==> src/hw/clk_sup_cfg.svh <==
// constants for the clock supervisor and watchdog block
// assumes 8-bit registers on a plain strobe port, one system clock domain
`ifndef CLK_SUP_CFG_SVH
`define CLK_SUP_CFG_SVH

// register offsets
`define OFS_WATCHDOG_CONTROL   4'h0
`define OFS_OSC_CONTROL        4'h1
`define OFS_IRQ_FLAGS_TWO      4'h2
`define OFS_RESET_CAUSE        4'h3

// field positions
`define WDC_WINDOW_BIT         7
`define WDC_SW_EN_BIT          0
`define OSC_INTERNAL_FREQ_SELECT_HI            6
`define OSC_INTERNAL_FREQ_SELECT_LO            4
`define OSC_PRIMARY_CLOCK_ACTIVE_FLAG_BIT           3
`define OSC_SCS_HI             1
`define OSC_SCS_LO             0
`define IRQ_OSC_FAIL_BIT       7
`define RCC_WINDOW_ERR_BIT     4
`define RCC_TIMEOUT_BIT        3

// reset values
`define RST_BYTE               8'h00
`define RST_INTERNAL_FREQ_SELECT               3'h0
`define RST_SCS                2'h0

// watchdog: 256 rc ticks make the nominal 4 ms base period
`define WDT_BASE_PERIOD_US     4000
`define WDT_CNT_LAST           8'hFF
`define WDT_WINDOW_START       8'hC0

// monitor sample clock is rc divided by 64
`define SAMPLE_DIV_RISE        6'h1F
`define SAMPLE_DIV_FALL        6'h3F

// system clock select codes
`define SCS_PRIMARY            2'h0
`define SCS_SECONDARY          2'h1

// primary oscillator mode codes of the crystal family
`define MODE_LOW_POWER_XTAL    4'h0
`define MODE_STANDARD_XTAL     4'h1
`define MODE_HIGH_SPEED_XTAL   4'h2
`define MODE_HS_PLL_XTAL       4'h6

`endif

==> src/hw/clk_sup_pkg.sv <==
// types shared by the clock supervisor and its bench
// assumes clk_sup_cfg.svh holds every numeric constant
package clk_sup_pkg;

  typedef struct packed {
    logic [3:0] addr;
    logic [7:0] wdata;
    logic       wr;
    logic       rd;
  } reg_req_s;

  // config word one high
  typedef struct packed {
    logic       two_speed_enable;
    logic       fail_safe_enable_cfg;
    logic [1:0] unused;
    logic [3:0] primary_mode;
  } config_word_one_high_s;

  // watchdog config high
  typedef struct packed {
    logic [1:0] unused;
    logic       window_mode_cfg;
    logic [3:0] postscale_select;
    logic       config_watchdog_enable;
  } watchdog_config_high_s;

  typedef enum logic [1:0] {
    SRC_PRIMARY   = 2'b00,
    SRC_SECONDARY = 2'b01,
    SRC_RAW_RC    = 2'b10,
    SRC_OSC_MUX   = 2'b11
  } clk_src_e;

  typedef enum logic [2:0] {
    ST_START    = 3'b000,
    ST_PRIMARY  = 3'b001,
    ST_ALT      = 3'b010,
    ST_FAILSAFE = 3'b011,
    ST_SLEEP    = 3'b100
  } clk_state_e;

endpackage : clk_sup_pkg

==> src/hw/clock_supervisor_watchdog.sv <==
// watchdog, two-speed start-up and fail-safe clock monitor in one block
// assumes rc, monitored clock and start-up-done come from outside clk_sys
// How it works
// watchdog ticks on rc, rc enabled with it
// sixteen-bit postscaler, select picks time-out tap
// sleep, clear, freq change, failure clear watchdog
// tuning rc rescales watchdog since it counts rc
// window mode: early clear causes reset
// window flag set when count at or above C0
// config enable forces watchdog; else software bit
// two-speed start needs its config enable bit
// two-speed start only in crystal modes
// run internal until start-up timer, then primary
// raw rc until software sets frequency select
// other modes keep selected source until primary
// select and sleep accepted during two-speed start
// active flag shows primary clock supplies system
// fail-safe enable keeps rc running continuously
// sample clock is rc divided by 64
// latch set on monitored fall, cleared sample rise
// failure when latch set at sample fall
// failure sets flag, goes internal, resets watchdog
// only primary and secondary clocks are monitored
// watchdog counter separate; rc stays on for monitor
// reset or power-managed entry ends fail-safe
// crystal start runs internal, monitor waits
// postscaler expiry without clear resets device
`timescale 1ns/1ps
`include "clk_sup_cfg.svh"

module clock_supervisor_watchdog (
  // clock and reset
  input  wire logic                               clk_sys,
  input  wire logic                               reset_n,
  // register port
  input  wire clk_sup_pkg::reg_req_s              reg_req,
  output logic [7:0]                              reg_rdata,
  // core events
  input  wire logic                               sleep_instr,
  input  wire logic                               clear_watchdog_instr,
  input  wire logic                               wake_event,
  // configuration words
  input  wire clk_sup_pkg::config_word_one_high_s config_word_one_high,
  input  wire clk_sup_pkg::watchdog_config_high_s watchdog_config_high,
  // pins from outside the clock domain
  input  wire logic                               internal_rc_osc,
  input  wire logic                               monitored_clk,
  input  wire logic                               osc_startup_timer_done,
  // clock control outputs
  output clk_sup_pkg::clk_src_e                   sys_clk_source,
  output logic                                    core_hold,
  output logic                                    internal_rc_enable,
  output logic                                    device_reset
);
  import clk_sup_pkg::*;

  typedef struct packed {
    logic [2:0]  rc_sync;
    logic [2:0]  mon_sync;
    logic [1:0]  rdy_sync;
    logic [5:0]  sample_div;
    logic        clock_monitor_latch;
    logic [7:0]  wdt_cnt;
    logic [15:0] wdt_post;
    logic        software_watchdog_enable;
    logic [2:0]  internal_freq_select;
    logic [1:0]  system_clock_select;
    logic        osc_fail_flag;
    logic        timeout_seen;
    logic        window_err_seen;
    clk_state_e  st;
    logic [7:0]  rdata;
    logic        dev_reset;
    clk_src_e    src;
    logic        hold;
    logic        rc_en;
  } state_s;

  state_s cur;
  state_s next_cur;

  function automatic logic is_crystal(input logic [3:0] mode);
    is_crystal = (mode == `MODE_LOW_POWER_XTAL) || (mode == `MODE_STANDARD_XTAL) ||
                 (mode == `MODE_HIGH_SPEED_XTAL) || (mode == `MODE_HS_PLL_XTAL);
  endfunction : is_crystal

  // internal source: raw rc until frequency select leaves zero
  function automatic clk_src_e internal_src(input logic [2:0] freq);
    internal_src = (freq == `RST_INTERNAL_FREQ_SELECT) ? SRC_RAW_RC : SRC_OSC_MUX;
  endfunction : internal_src

  // time-out tap: all low postscaler bits below the select are ones
  function automatic logic post_done(input logic [15:0] post, input logic [3:0] sel);
    logic [15:0] mask;
    mask = 16'hFFFF >> (5'h10 - {1'b0, sel});
    post_done = ((post & mask) == mask);
  endfunction : post_done

  logic rc_rise;
  logic mon_fall;
  logic osc_ready;
  logic fail_safe_monitor_en;
  logic wdt_on;
  logic crystal;
  logic in_window;
  logic mon_active;
  logic samp_rise;
  logic samp_fall;
  logic clock_fail;
  logic wdt_expire;
  logic window_err;
  logic wdt_clear;
  logic wr_wdc;
  logic wr_osc;
  logic wr_irq;
  logic wr_rcc;
  logic internal_freq_select_change;
  logic pm_entry;

  always_comb
  begin
    next_cur = cur;

    // pins: second stage feeds logic, third stage only for edges
    next_cur.rc_sync  = {cur.rc_sync[1:0], internal_rc_osc};
    next_cur.mon_sync = {cur.mon_sync[1:0], monitored_clk};
    next_cur.rdy_sync = {cur.rdy_sync[0], osc_startup_timer_done};
    rc_rise   = cur.rc_sync[1] & ~cur.rc_sync[2];
    mon_fall  = ~cur.mon_sync[1] & cur.mon_sync[2];
    osc_ready = cur.rdy_sync[1];

    fail_safe_monitor_en   = config_word_one_high.fail_safe_enable_cfg;
    crystal   = is_crystal(config_word_one_high.primary_mode);
    wdt_on    = watchdog_config_high.config_watchdog_enable |
                cur.software_watchdog_enable;
    in_window = (cur.wdt_cnt >= `WDT_WINDOW_START);

    wr_wdc = reg_req.wr && (reg_req.addr == `OFS_WATCHDOG_CONTROL);
    wr_osc = reg_req.wr && (reg_req.addr == `OFS_OSC_CONTROL);
    wr_irq = reg_req.wr && (reg_req.addr == `OFS_IRQ_FLAGS_TWO);
    wr_rcc = reg_req.wr && (reg_req.addr == `OFS_RESET_CAUSE);
    internal_freq_select_change = wr_osc &&
      (reg_req.wdata[`OSC_INTERNAL_FREQ_SELECT_HI:`OSC_INTERNAL_FREQ_SELECT_LO] != cur.internal_freq_select);
    pm_entry = sleep_instr ||
      (wr_osc && (reg_req.wdata[`OSC_SCS_HI:`OSC_SCS_LO] != `SCS_PRIMARY));

    // monitor: sample clock from its own divider; internal block never watched
    mon_active = fail_safe_monitor_en && ((cur.st == ST_PRIMARY) ||
                 ((cur.st == ST_ALT) &&
                  (cur.system_clock_select == `SCS_SECONDARY)));
    samp_rise  = rc_rise && (cur.sample_div == `SAMPLE_DIV_RISE);
    samp_fall  = rc_rise && (cur.sample_div == `SAMPLE_DIV_FALL);
    clock_fail = mon_active && samp_fall && cur.clock_monitor_latch;
    if (fail_safe_monitor_en && rc_rise)
    begin
      next_cur.sample_div = cur.sample_div + 6'h01;
    end
    if (!mon_active)
    begin
      next_cur.clock_monitor_latch = 1'b0;
    end
    else if (mon_fall)
    begin
      next_cur.clock_monitor_latch = 1'b1;
    end
    else if (samp_rise)
    begin
      next_cur.clock_monitor_latch = 1'b0;
    end

    // watchdog: counts rc ticks, so rc tuning scales its period too
    window_err = clear_watchdog_instr && wdt_on &&
                 !watchdog_config_high.window_mode_cfg && !in_window;
    wdt_expire = wdt_on && rc_rise && (cur.wdt_cnt == `WDT_CNT_LAST) &&
                 post_done(cur.wdt_post, watchdog_config_high.postscale_select);
    wdt_clear  = sleep_instr || clear_watchdog_instr || internal_freq_select_change ||
                 clock_fail || wdt_expire || !wdt_on;
    if (wdt_clear)
    begin
      next_cur.wdt_cnt  = 8'h00;
      next_cur.wdt_post = 16'h0000;
    end
    else if (rc_rise)
    begin
      next_cur.wdt_cnt = cur.wdt_cnt + 8'h01;
      if (cur.wdt_cnt == `WDT_CNT_LAST)
      begin
        next_cur.wdt_post = cur.wdt_post + 16'h0001;
      end
    end
    next_cur.dev_reset = wdt_expire || window_err;

    // software writes
    if (wr_wdc)
    begin
      next_cur.software_watchdog_enable = reg_req.wdata[`WDC_SW_EN_BIT];
    end
    if (wr_osc)
    begin
      next_cur.internal_freq_select = reg_req.wdata[`OSC_INTERNAL_FREQ_SELECT_HI:`OSC_INTERNAL_FREQ_SELECT_LO];
      next_cur.system_clock_select  = reg_req.wdata[`OSC_SCS_HI:`OSC_SCS_LO];
    end
    // sticky flags: hardware set wins over a software clear
    if (wr_irq && !reg_req.wdata[`IRQ_OSC_FAIL_BIT])
    begin
      next_cur.osc_fail_flag = 1'b0;
    end
    if (clock_fail)
    begin
      next_cur.osc_fail_flag = 1'b1;
    end
    if (wr_rcc)
    begin
      next_cur.timeout_seen    = cur.timeout_seen & reg_req.wdata[`RCC_TIMEOUT_BIT];
      next_cur.window_err_seen = cur.window_err_seen & reg_req.wdata[`RCC_WINDOW_ERR_BIT];
    end
    if (wdt_expire)
    begin
      next_cur.timeout_seen = 1'b1;
    end
    if (window_err)
    begin
      next_cur.window_err_seen = 1'b1;
    end

    // clock source sequencing
    case (cur.st)
      ST_START:
      begin
        if (sleep_instr)
        begin
          next_cur.st = ST_SLEEP;
        end
        else if (wr_osc && (reg_req.wdata[`OSC_SCS_HI:`OSC_SCS_LO] != `SCS_PRIMARY))
        begin
          next_cur.st = ST_ALT;
        end
        else if (!crystal || osc_ready)
        begin
          next_cur.st = ST_PRIMARY;
        end
      end
      ST_PRIMARY:
      begin
        if (clock_fail)
        begin
          next_cur.st = ST_FAILSAFE;
        end
        else if (sleep_instr)
        begin
          next_cur.st = ST_SLEEP;
        end
        else if (pm_entry)
        begin
          next_cur.st = ST_ALT;
        end
      end
      ST_ALT:
      begin
        if (clock_fail)
        begin
          next_cur.st = ST_FAILSAFE;
        end
        else if (sleep_instr)
        begin
          next_cur.st = ST_SLEEP;
        end
        else if ((cur.system_clock_select == `SCS_PRIMARY) && (!crystal || osc_ready))
        begin
          next_cur.st = ST_PRIMARY;
        end
      end
      ST_FAILSAFE:
      begin
        // failed source is never re-selected by itself
        if (sleep_instr)
        begin
          next_cur.st = ST_SLEEP;
        end
        else if (pm_entry)
        begin
          next_cur.st = ST_ALT;
        end
      end
      ST_SLEEP:
      begin
        if (wake_event)
        begin
          next_cur.st = (cur.system_clock_select == `SCS_PRIMARY) ? ST_START : ST_ALT;
        end
      end
      default:
      begin
        next_cur.st = ST_START;
      end
    endcase

    // source and hold follow the next state so outputs move with it
    next_cur.hold = 1'b0;
    case (next_cur.st)
      ST_START:
      begin
        next_cur.src  = internal_src(next_cur.internal_freq_select);
        // without two-speed start the core waits for the crystal
        next_cur.hold = crystal && !config_word_one_high.two_speed_enable;
      end
      ST_PRIMARY:
      begin
        next_cur.src = SRC_PRIMARY;
      end
      ST_ALT:
      begin
        // primary still starting: the selected source keeps running
        case (next_cur.system_clock_select)
          `SCS_PRIMARY:   next_cur.src = internal_src(next_cur.internal_freq_select);
          `SCS_SECONDARY: next_cur.src = SRC_SECONDARY;
          default:        next_cur.src = internal_src(next_cur.internal_freq_select);
        endcase
      end
      ST_FAILSAFE:
      begin
        next_cur.src = internal_src(next_cur.internal_freq_select);
      end
      default:
      begin
        next_cur.src = cur.src;
      end
    endcase

    // rc runs for watchdog, monitor, or as the clock itself
    next_cur.rc_en = wdt_on || fail_safe_monitor_en || (next_cur.src == SRC_RAW_RC) ||
                     (next_cur.src == SRC_OSC_MUX);

    // read data stands only in the cycle after the strobe
    next_cur.rdata = `RST_BYTE;
    if (reg_req.rd)
    begin
      case (reg_req.addr)
        `OFS_WATCHDOG_CONTROL:
        begin
          next_cur.rdata[`WDC_WINDOW_BIT] = in_window;
          next_cur.rdata[`WDC_SW_EN_BIT]  = cur.software_watchdog_enable;
        end
        `OFS_OSC_CONTROL:
        begin
          next_cur.rdata[`OSC_INTERNAL_FREQ_SELECT_HI:`OSC_INTERNAL_FREQ_SELECT_LO] = cur.internal_freq_select;
          next_cur.rdata[`OSC_PRIMARY_CLOCK_ACTIVE_FLAG_BIT] = (cur.src == SRC_PRIMARY);
          next_cur.rdata[`OSC_SCS_HI:`OSC_SCS_LO] = cur.system_clock_select;
        end
        `OFS_IRQ_FLAGS_TWO:
        begin
          next_cur.rdata[`IRQ_OSC_FAIL_BIT] = cur.osc_fail_flag;
        end
        `OFS_RESET_CAUSE:
        begin
          next_cur.rdata[`RCC_TIMEOUT_BIT]    = cur.timeout_seen;
          next_cur.rdata[`RCC_WINDOW_ERR_BIT] = cur.window_err_seen;
        end
        default:
        begin
          next_cur.rdata = `RST_BYTE;
        end
      endcase
    end
  end

  always_ff @(posedge clk_sys or negedge reset_n)
  begin
    if (!reset_n)
    begin
      cur <= '0;
      cur.st <= ST_START;
      cur.src <= SRC_RAW_RC;
      cur.internal_freq_select <= `RST_INTERNAL_FREQ_SELECT;
      cur.system_clock_select  <= `RST_SCS;
      cur.rc_en <= 1'b1;
    end
    else
    begin
      cur <= next_cur;
    end
  end

  assign reg_rdata          = cur.rdata;
  assign sys_clk_source     = cur.src;
  assign core_hold          = cur.hold;
  assign internal_rc_enable = cur.rc_en;
  assign device_reset       = cur.dev_reset;

endmodule : clock_supervisor_watchdog

==> config.mk <==
export PLATFORM = sky130hd
export DESIGN_NAME = clock_supervisor_watchdog
export DESIGN_NICKNAME = d
export VERILOG_FILES = /design/src/hw/clk_sup_pkg.sv /design/src/hw/clock_supervisor_watchdog.sv
export VERILOG_INCLUDE_DIRS = /design/src /design/src/hw
export SDC_FILE = /design/constraint.sdc
export NUM_CORES = 1
export LEC_CHECK = 0
export BUFFER_PORTS_ARGS = -buffer_cell sky130_fd_sc_hd__buf_2
export CORE_MARGIN = 4
export CORE_UTILIZATION = 40
export CTS_CLUSTER_SIZE = 30
export DETAILED_ROUTE_END_ITERATION = 10
export PLACE_DENSITY = 0.66
export SYNTH_ARGS = -nofsm -noshare
export SYNTH_HDL_FRONTEND = slang
export SYNTH_SLANG_ARGS = --single-unit
==> constraint.sdc <==
create_clock -name clk_sys -period 2.8 [get_ports clk_sys]
set_input_delay 0 -clock clk_sys [delete_from_list [all_inputs] [get_ports clk_sys]]
set_output_delay 0 -clock clk_sys [all_outputs]
set_load 0.02 [all_outputs]
==> metrics, run 1 <==
number of buffers added by the clock tree synthesis step 9; Max Slew Vio Count 0; Reg-to-Reg Start cur[50]$_DFFE_PN0P_; TNS Setup 0 ns; arrival time at the worst endpoint 2.37 ns; net switching share of the total power 29.2%; maximum buffer depth of the clock tree 2; number of nets still failing antenna checks after routing 0; worst slew margin relative to its limit 36.9%; warnings from Yosys 0; global-route wire length before repair 11900 um; Placed Area 3490 um^2; global route overflow 0; Vias 2517; slew at the pin closest to its max-slew limit 0.946 ns; Post-Syn Instances 325; type of destination of the critical path register; Starting Density 41.5%; part of the cycle the worst path needs 77.0%; area growth from synthesis to layout 21.6%; synthesized area per cell 9.91 um^2; element type at the critical path start register; VDD IR-drop max 333 uV; Worst Hold Launch wake_event; number of rows in the core area 32; net count reported at finish 436; Max Freq 0.464 GHz; RSZ-0062 raised after global routing false; placeable core area 7770 um^2; most used standard cell by instance count after synthesis sky130_fd_sc_hd__dfrtp_1; most area-consuming cells after synthesis sky130_fd_sc_hd__dfrtp_1 47%, sky130_fd_sc_hd__xnor2_1 4.6%, sky130_fd_sc_hd__nand2_1 4.5%; full die area 9550 um^2; CTS Sinks 63; share of power burned in combinational logic 17.9%; reported net switching power 674 uW; critical path class reg2reg; Yosys top cell area share 47.4%; # DRC 0; initial antenna violation count 0; Synth async-reset ratio 100%; Post-synth EDFFs 0; Inserted Diodes 0; pwr dens 590 nW/um^2; sequential fraction of design power 48.3%; Final GP Congestion 0.818; share of post-route cells with drive strength above 1 21.9%; number of fill cells in the layout 724; die boundary height 97.7 um; number of DRC markers after the initial detailed-route iteration 120; WL/cell 13.5 um; cell internal pwr 1640 uW; time the worst path needs with I/O delays and setup 2.16 ns; total wire length after detailed routing 6730 um; final setup violation count 0; cts repair resizes 0; max-cap check violation count 0; CTS H-tree lvls 3; overall track demand over capacity in global routing 15.2%; Fin. Hold Viols 0; buffer type at the clock tree root sky130_fd_sc_hd__clkbuf_8; most instantiated cells after synthesis 61 x sky130_fd_sc_hd__dfrtp_1, 39 x sky130_fd_sc_hd__nand2_1, 37 x sky130_fd_sc_hd__nor2_1, 17 x sky130_fd_sc_hd__xnor2_1, 14 x sky130_fd_sc_hd__nand3_1; via count of the first global-routing pass 2500; classification of the worst-slack hold path in2reg; share of total power in the clock network 33.8%; Detailed Place HPWL 4850 um; number of register bits inferred by synthesis 63; outcome completed; clock tree from TritonCTS built; crit path launch cur[50]$_DFFE_PN0P_; main flop type after synthesis sky130_fd_sc_hd__dfrtp_1; I/O Pins 51; post-synthesis cell type with the largest combined area sky130_fd_sc_hd__dfrtp_1; Final Skew 0.00899 ns; final instance area 3920 um^2; largest net degree at the start of global routing 44; die span in x 97.7 um; Required @ worst endpoint 3.01 ns; clock slew at reported path FFs 0.07 ns; number of nets in the synthesized netlist 369; DRT Pass-1 Iters 4; number of I/O port buffers 44; worst-path fanout max 24; post-route core utilization 50.5%; count of distinct cell types in the synthesized netlist 58; static leakage 0.00175 uW; latest clock arrival within the worst-skew pair 0.34 ns; Avg Vias per Cell 5.04; post-synthesis cell area 3220 um^2; part of the Yosys area used for sequential elements 49.0%
-- power by group through the flow --
stage	logic, uW	registers [uW]	clock network (uW)
final	414	1120	782
after global routing	463	1130	849
after CTS	417	1110	808
after detailed placement	391	1130	0
after global placement	379	1120	0
after floorplan	291	1110	0
-- critical path, cell delays in order, from the launching register on --
cell,delay (ns)
sky130_fd_sc_hd__dfrtp_1,0.39
sky130_fd_sc_hd__ha_1,0.18
sky130_fd_sc_hd__nand2_1,0.08
sky130_fd_sc_hd__or4_4,0.57
sky130_fd_sc_hd__o221a_4,0.34
sky130_fd_sc_hd__o21ai_4,0.07
sky130_fd_sc_hd__buf_4,0.30
sky130_fd_sc_hd__nor2_1,0.09
-- registers in the layout (all words and copies together), names as in the netlist --
| signal | cells |
|---|---|
| reg_rdata | 7 |
| core_hold | 1 |
| cur | 51 |
| internal_rc_enable | 1 |
| sys_clk_source | 2 |
| device_reset | 1 |
-- final timing paths --
check	endpoint	slack (ns)	cells after the start
min in group asynchronous	cur[22]$_DFF_PN0_	0.34	2
max in group asynchronous	cur[45]$_DFFE_PN0P_	1.62	3
min reg2reg	cur[62]$_DFF_PN0_	0.35	0
max reg2reg	cur[29]$_DFFE_PN0P_	0.64	7
max	cur[29]$_DFFE_PN0P_	0.64	7
min	cur[15]$_DFF_PN0_	0.02	3
-- what timing repair did --
item / 4_1_cts / 5_1_grt
setup buffers: 0 / 0
hold buffers: 23 / 0
hold endpoints to repair: 62 / 0
-- logic make-up (layout without fill, tap and decap cells) --
family / Yosys count / count (layout) / share of synthesized area, %
AND/OR/NAND/NOR: 150 / 150 / 23.9
flip-flops: 63 / 63 / 49.0
AO/OA/AOI/OAI: 45 / 45 / 9.98
XOR/XNOR: 30 / 30 / 8.16
buffers and inverters: 23 / 95 / 4.23
multiplexers: 7 / 7 / 2.29
adder cells (fa/ha/maj): 6 / 6 / 2.33
other: 1 / 1 / 0.116
-- cell usage in the layout (no fill, tap or decap), drive strengths merged, types with 2 or more instances in the layout --
cell type / netlist / final
dfrtp: 61 / 61
buf: 13 / 47
nor2: 42 / 42
nand2: 40 / 40
dlygate4sd3: 0 / 23
xnor2: 17 / 17
a21oi: 17 / 17
nand3: 16 / 16
nor3: 14 / 14
xor2: 13 / 13
clkbuf: 1 / 11
o21ai: 10 / 10
inv: 9 / 9
ha: 6 / 6
nand4: 5 / 5
nor2b: 5 / 5
mux2i: 4 / 4
and2: 4 / 4
nand2b: 3 / 3
nor3b: 3 / 3
o22ai: 3 / 3
or3: 3 / 3
mux2: 3 / 3
and3: 3 / 3
clkinvlp: 0 / 3
nor4bb: 2 / 2
o2111ai: 2 / 2
o211a: 2 / 2
o21a: 2 / 2
and4: 2 / 2
dfstp: 2 / 2
or2: 2 / 2
-- routing by layer --
layer  GRT usage, %  up-vias  routed length (um)
li1               -     1240                   -
met1           20.1     1220                2960
met2           24.8       48                3380
met3           4.50        9                 322
met4           3.51        0                  69
met5              0        -                   0
-- through the flow --
stage               setup slack [ns]  hold slack [ns]  power [uW]  std cells
floorplan                      0.901           -0.296        1400        325
global placement               0.707            0.108        1500        460
detailed placement             0.631            0.109        1520        460
CTS                            0.637         0.000520        2340        499
global route                   0.516           0.0339        2440        499
finish                         0.643           0.0159        2310        499
-- final cells by class --
| class | instances | area (um^2) | share of cell area (%) |
|---|---|---|---|
| inverters | 9 | 33.8 | 0.862 |
| repair buffers | 70 | 473 | 12.1 |
| flip-flops and latches | 63 | 1580 | 40.3 |
| well taps | 102 | 128 | 3.26 |
| clock inverters | 5 | 57.6 | 1.47 |
| multi-input cells | 239 | 1510 | 38.4 |
| clock buffers | 11 | 141 | 3.61 |
Note: power is estimated with default switching activity, not from simulation.
==> inputs of run 2 (changes only) <==
--- a/config.mk
+++ b/config.mk
@@ -6,12 +6,13 @@
 export SDC_FILE = /design/constraint.sdc
 export NUM_CORES = 1
 export LEC_CHECK = 0
+export ABC_AREA = 1
 export BUFFER_PORTS_ARGS = -buffer_cell sky130_fd_sc_hd__buf_2
 export CORE_MARGIN = 4
 export CORE_UTILIZATION = 40
 export CTS_CLUSTER_SIZE = 30
 export DETAILED_ROUTE_END_ITERATION = 10
-export PLACE_DENSITY = 0.66
+export PLACE_DENSITY = 0.65
 export SYNTH_ARGS = -nofsm -noshare
 export SYNTH_HDL_FRONTEND = slang
 export SYNTH_SLANG_ARGS = --single-unit
==> constraint.sdc (replaced) <==
create_clock -name clk_sys -period 2 [get_ports clk_sys]
set_input_delay 0 -clock clk_sys [delete_from_list [all_inputs] [get_ports clk_sys]]
set_output_delay 0 -clock clk_sys [all_outputs]
set_load 0.02 [all_outputs]
==> run 2 against run 1 <==
Effect of this change: setup slack got worse by 0.47 ns; via count up 24%; highest routed layer unchanged; first-iteration DRC count grew 80%; global-route usage grew 0.63 points; synthesized cell count up 42%; sequential power is 40% higher; die area grew 12%; utilization fell by 1.3 points; count of clock-buffer cells in the layout is 1 lower; total power is 59% higher; register-to-register slack got worse by 0.47 ns; combinational power grew 100%.
==> metrics, run 2 <==
outcome completed; path depth of the worst reg2reg path 11; clock slew at reported path FFs 0.07 ns; maximum buffer depth of the clock tree 2; Inserted Diodes 0; Detailed Place HPWL 5940 um; Starting Density 41.5%; net count reported at finish 564; total wire length after detailed routing 8040 um; number of buffers added by the clock tree synthesis step 9; Max Slew Vio Count 0; initial antenna violation count 0; share of total power in the clock network 34.7%; TNS Setup 0 ns; Vias 3131; Final GP Congestion 0.880; warnings from Yosys 0; via count of the first global-routing pass 3094; part of the Yosys area used for sequential elements 43.2%; type of destination of the critical path register; Required @ worst endpoint 2.26 ns; most common cell after layout, fill and taps aside sky130_fd_sc_hd__nand2_1; net switching share of the total power 32.1%; number of DRC markers after the initial detailed-route iteration 216; Max Freq 0.547 GHz; largest net degree at the start of global routing 41; Reg-to-Reg Start cur[41]$_DFFE_PN0P_; arrival time at the worst endpoint 2.09 ns; RSZ-0062 raised after global routing false; cell count of the worst hold path 4; share of power burned in combinational logic 22.7%; cell internal pwr 2500 uW; global-route wire length before repair 14000 um; post-route core utilization 49.2%; Synth async-reset ratio 100%; post-synthesis cell type with the largest combined area sky130_fd_sc_hd__dfrtp_1; Worst Hold Launch reg_req[11]; Worst R2R Setup Slack 0.17 ns; VDD IR-drop max 499 uV; largest reg by FF count cur; terminating pin of the worst hold path reg_rdata[0]$_DFF_PN0_; most repeated library cell on the critical path sky130_fd_sc_hd__nand2_1; final instance area 4330 um^2; latest clock arrival within the worst-skew pair 0.34 ns; cell type group with the largest total delay on the critical path simple AND/OR/NAND/NOR gates; Post-synth EDFFs 0; worst-path fanout max 3; time the worst path needs with I/O delays and setup 1.83 ns; area growth from synthesis to layout 18.5%; final setup violation count 0; buffering stage count on the worst path with inverters included 1; flip-flop count of the largest register after layout 51; WL/cell 12.7 um; number of fill cells in the layout 855; CP max-delay cell sky130_fd_sc_hd__dfrtp_1; busiest layer in global routing met2; CTS Sinks 63; overall track demand over capacity in global routing 15.9%; clock tree from TritonCTS built; I/O Pins 51; most frequent cells in the layout 101 x sky130_fd_sc_hd__nand2_1, 61 x sky130_fd_sc_hd__inv_1, 61 x sky130_fd_sc_hd__dfrtp_1, 44 x sky130_fd_sc_hd__buf_2, 43 x sky130_fd_sc_hd__nor2_1; synthesized area per cell 7.92 um^2; most instantiated cells after synthesis 101 x sky130_fd_sc_hd__nand2_1, 62 x sky130_fd_sc_hd__inv_1, 61 x sky130_fd_sc_hd__dfrtp_1, 43 x sky130_fd_sc_hd__nor2_1, 29 x sky130_fd_sc_hd__nand4_1; number of nets still failing antenna checks after routing 0; biggest cell delay along the critical path 0.39 ns; element type at the critical path start register; number of nets in the synthesized netlist 505; worst slew margin relative to its limit 61.1%; most area-consuming cells after synthesis sky130_fd_sc_hd__dfrtp_1 42%, sky130_fd_sc_hd__nand2_1 10%, sky130_fd_sc_hd__inv_1 6.4%; cells along the critical path ha_1 > nand2_1 > nor2_1 > nand2_1 > nor2_2 > nand2_1 > nor3_2 > nand3_1 > nand2_1 > inv_1 > nor3_2; global routing met1 resource utilization 20.8%; number of I/O port buffers 44; Yosys top cell area share 41.8%; CTS H-tree lvls 3; max-cap check violation count 0; die span in x 104 um; slew at the pin closest to its max-slew limit 0.584 ns; global routing usage on met3 3.98%; static leakage 0.00212 uW; global route overflow 0; # DRC 0; Post-Syn Instances 461; share of post-route cells with drive strength above 1 19.4%; Final Skew 0.0114 ns; Placed Area 3930 um^2; count of distinct cell types in the synthesized netlist 38; die boundary height 104 um; buffer type at the clock tree root sky130_fd_sc_hd__clkbuf_8; DRT Pass-1 Iters 4; sequential fraction of design power 42.6%; met2 track demand over resource 25.7%; number of register bits inferred by synthesis 63; post-synthesis cell area 3650 um^2; main flop type after synthesis sky130_fd_sc_hd__dfrtp_1; classification of the worst-slack hold path in2reg; critical register-to-register path endpoint cur[33]$_DFFE_PN0P_; full die area 10700 um^2; Fin. Hold Viols 0; number of rows in the core area 34; most used standard cell by instance count after synthesis sky130_fd_sc_hd__nand2_1; part of the cycle the worst path needs 91.4%; critical path class reg2reg; reported net switching power 1180 uW; pwr dens 850 nW/um^2; placeable core area 8810 um^2; Avg Vias per Cell 4.95
==> run 2: cell count changes after synthesis, sizes merged, moves of 9 or more <==
cell / delta
inv: +58
nor3: +9
nor2: +12
nand2: +67
nand3: +13
nand4: +24
xnor2: -10
==> run 2: cell type report <==
class,count,area (um^2),share of cell area (%)
Multi-Input combinational cell,313,1700,39.2
Timing Repair Buffer,66,438,10.1
Sequential cell,63,1580,36.5
Tap cell,108,135,3.12
Clock buffer,10,138,3.18
Clock inverter,6,92.6,2.14
Inverter,67,251,5.81
==> run 2: per-layer routing <==
metal  vias up  share of wire [%]
met4         0                1.0
li1       1585                  -
met5         -                  0
met3         7                4.0
met1      1485                 46
met2        54                 49
==> run 2: what timing repair did <==
item | 4_1_cts | 5_1_grt
setup buffers | 0 | 1
hold buffers | 16 | 0
gates resized for setup | 0 | 1
setup endpoints to repair | 0 | 23
hold endpoints to repair | 40 | 0
==> run 2: kinds of logic (layout without fill, tap and decap cells) <==
kind of cell / Yosys count / in the layout / share of synthesized area [%]
DFF: 63 / 63 / 43.2
other: 1 / 1 / 0.103
AOI/OAI and AO/OA: 33 / 33 / 5.17
xor gates and xnor gates: 24 / 24 / 5.76
adders and majority gates: 6 / 6 / 2.06
buffers and inverters: 85 / 149 / 10.3
and+or+nand+nor: 248 / 248 / 33.0
muxes: 1 / 1 / 0.308
==> run 2: power by group through the flow <==
stage                     Combinational (uW)  Clock, uW  Sequential, uW
final                                    834       1280            1570
after global routing                     956       1370            1590
after CTS                                842       1310            1570
after detailed placement                 810          0            1590
after global placement                   791          0            1580
after floorplan                          616          0            1580
==> run 2: worst max path at each step <==
stage                                        from             endpoint  slack, ns  cells after the start
after detailed placement  watchdog_config_high[1]  cur[31]$_DFFE_PN0P_       0.08                     14
after global routing          cur[41]$_DFFE_PN0P_  cur[33]$_DFFE_PN0P_      0.004                     11
after global placement    watchdog_config_high[1]  cur[47]$_DFFE_PN0P_       0.15                     14
after CTS                     cur[50]$_DFFE_PN0P_  cur[31]$_DFFE_PN0P_       0.08                      8
after floorplan           watchdog_config_high[1]  cur[28]$_DFFE_PN0P_       0.38                     16
final                         cur[41]$_DFFE_PN0P_  cur[33]$_DFFE_PN0P_       0.17                     11
==> run 2: metrics by stage <==
stage / std cells / hold WS [ns] / setup slack, ns / total power, uW
after floorplan: 461 / -0.296 / 0.376 / 2190
after global placement: 600 / 0.0206 / 0.152 / 2380
after detailed placement: 600 / 0.0366 / 0.0833 / 2400
after CTS: 632 / 0.00334 / 0.0821 / 3720
after global routing: 633 / 0.00267 / 0.00418 / 3920
final: 633 / 0.0100 / 0.172 / 3680
==> run 2: worst reg2reg max path, delay by kind of cell, from the launching register on <==
family / cells / cell delay, ns
and+or+nand+nor: 9 / 1.10
buffers and inverters: 1 / 0.04
DFF: 1 / 0.39
adders and majority gates: 1 / 0.21
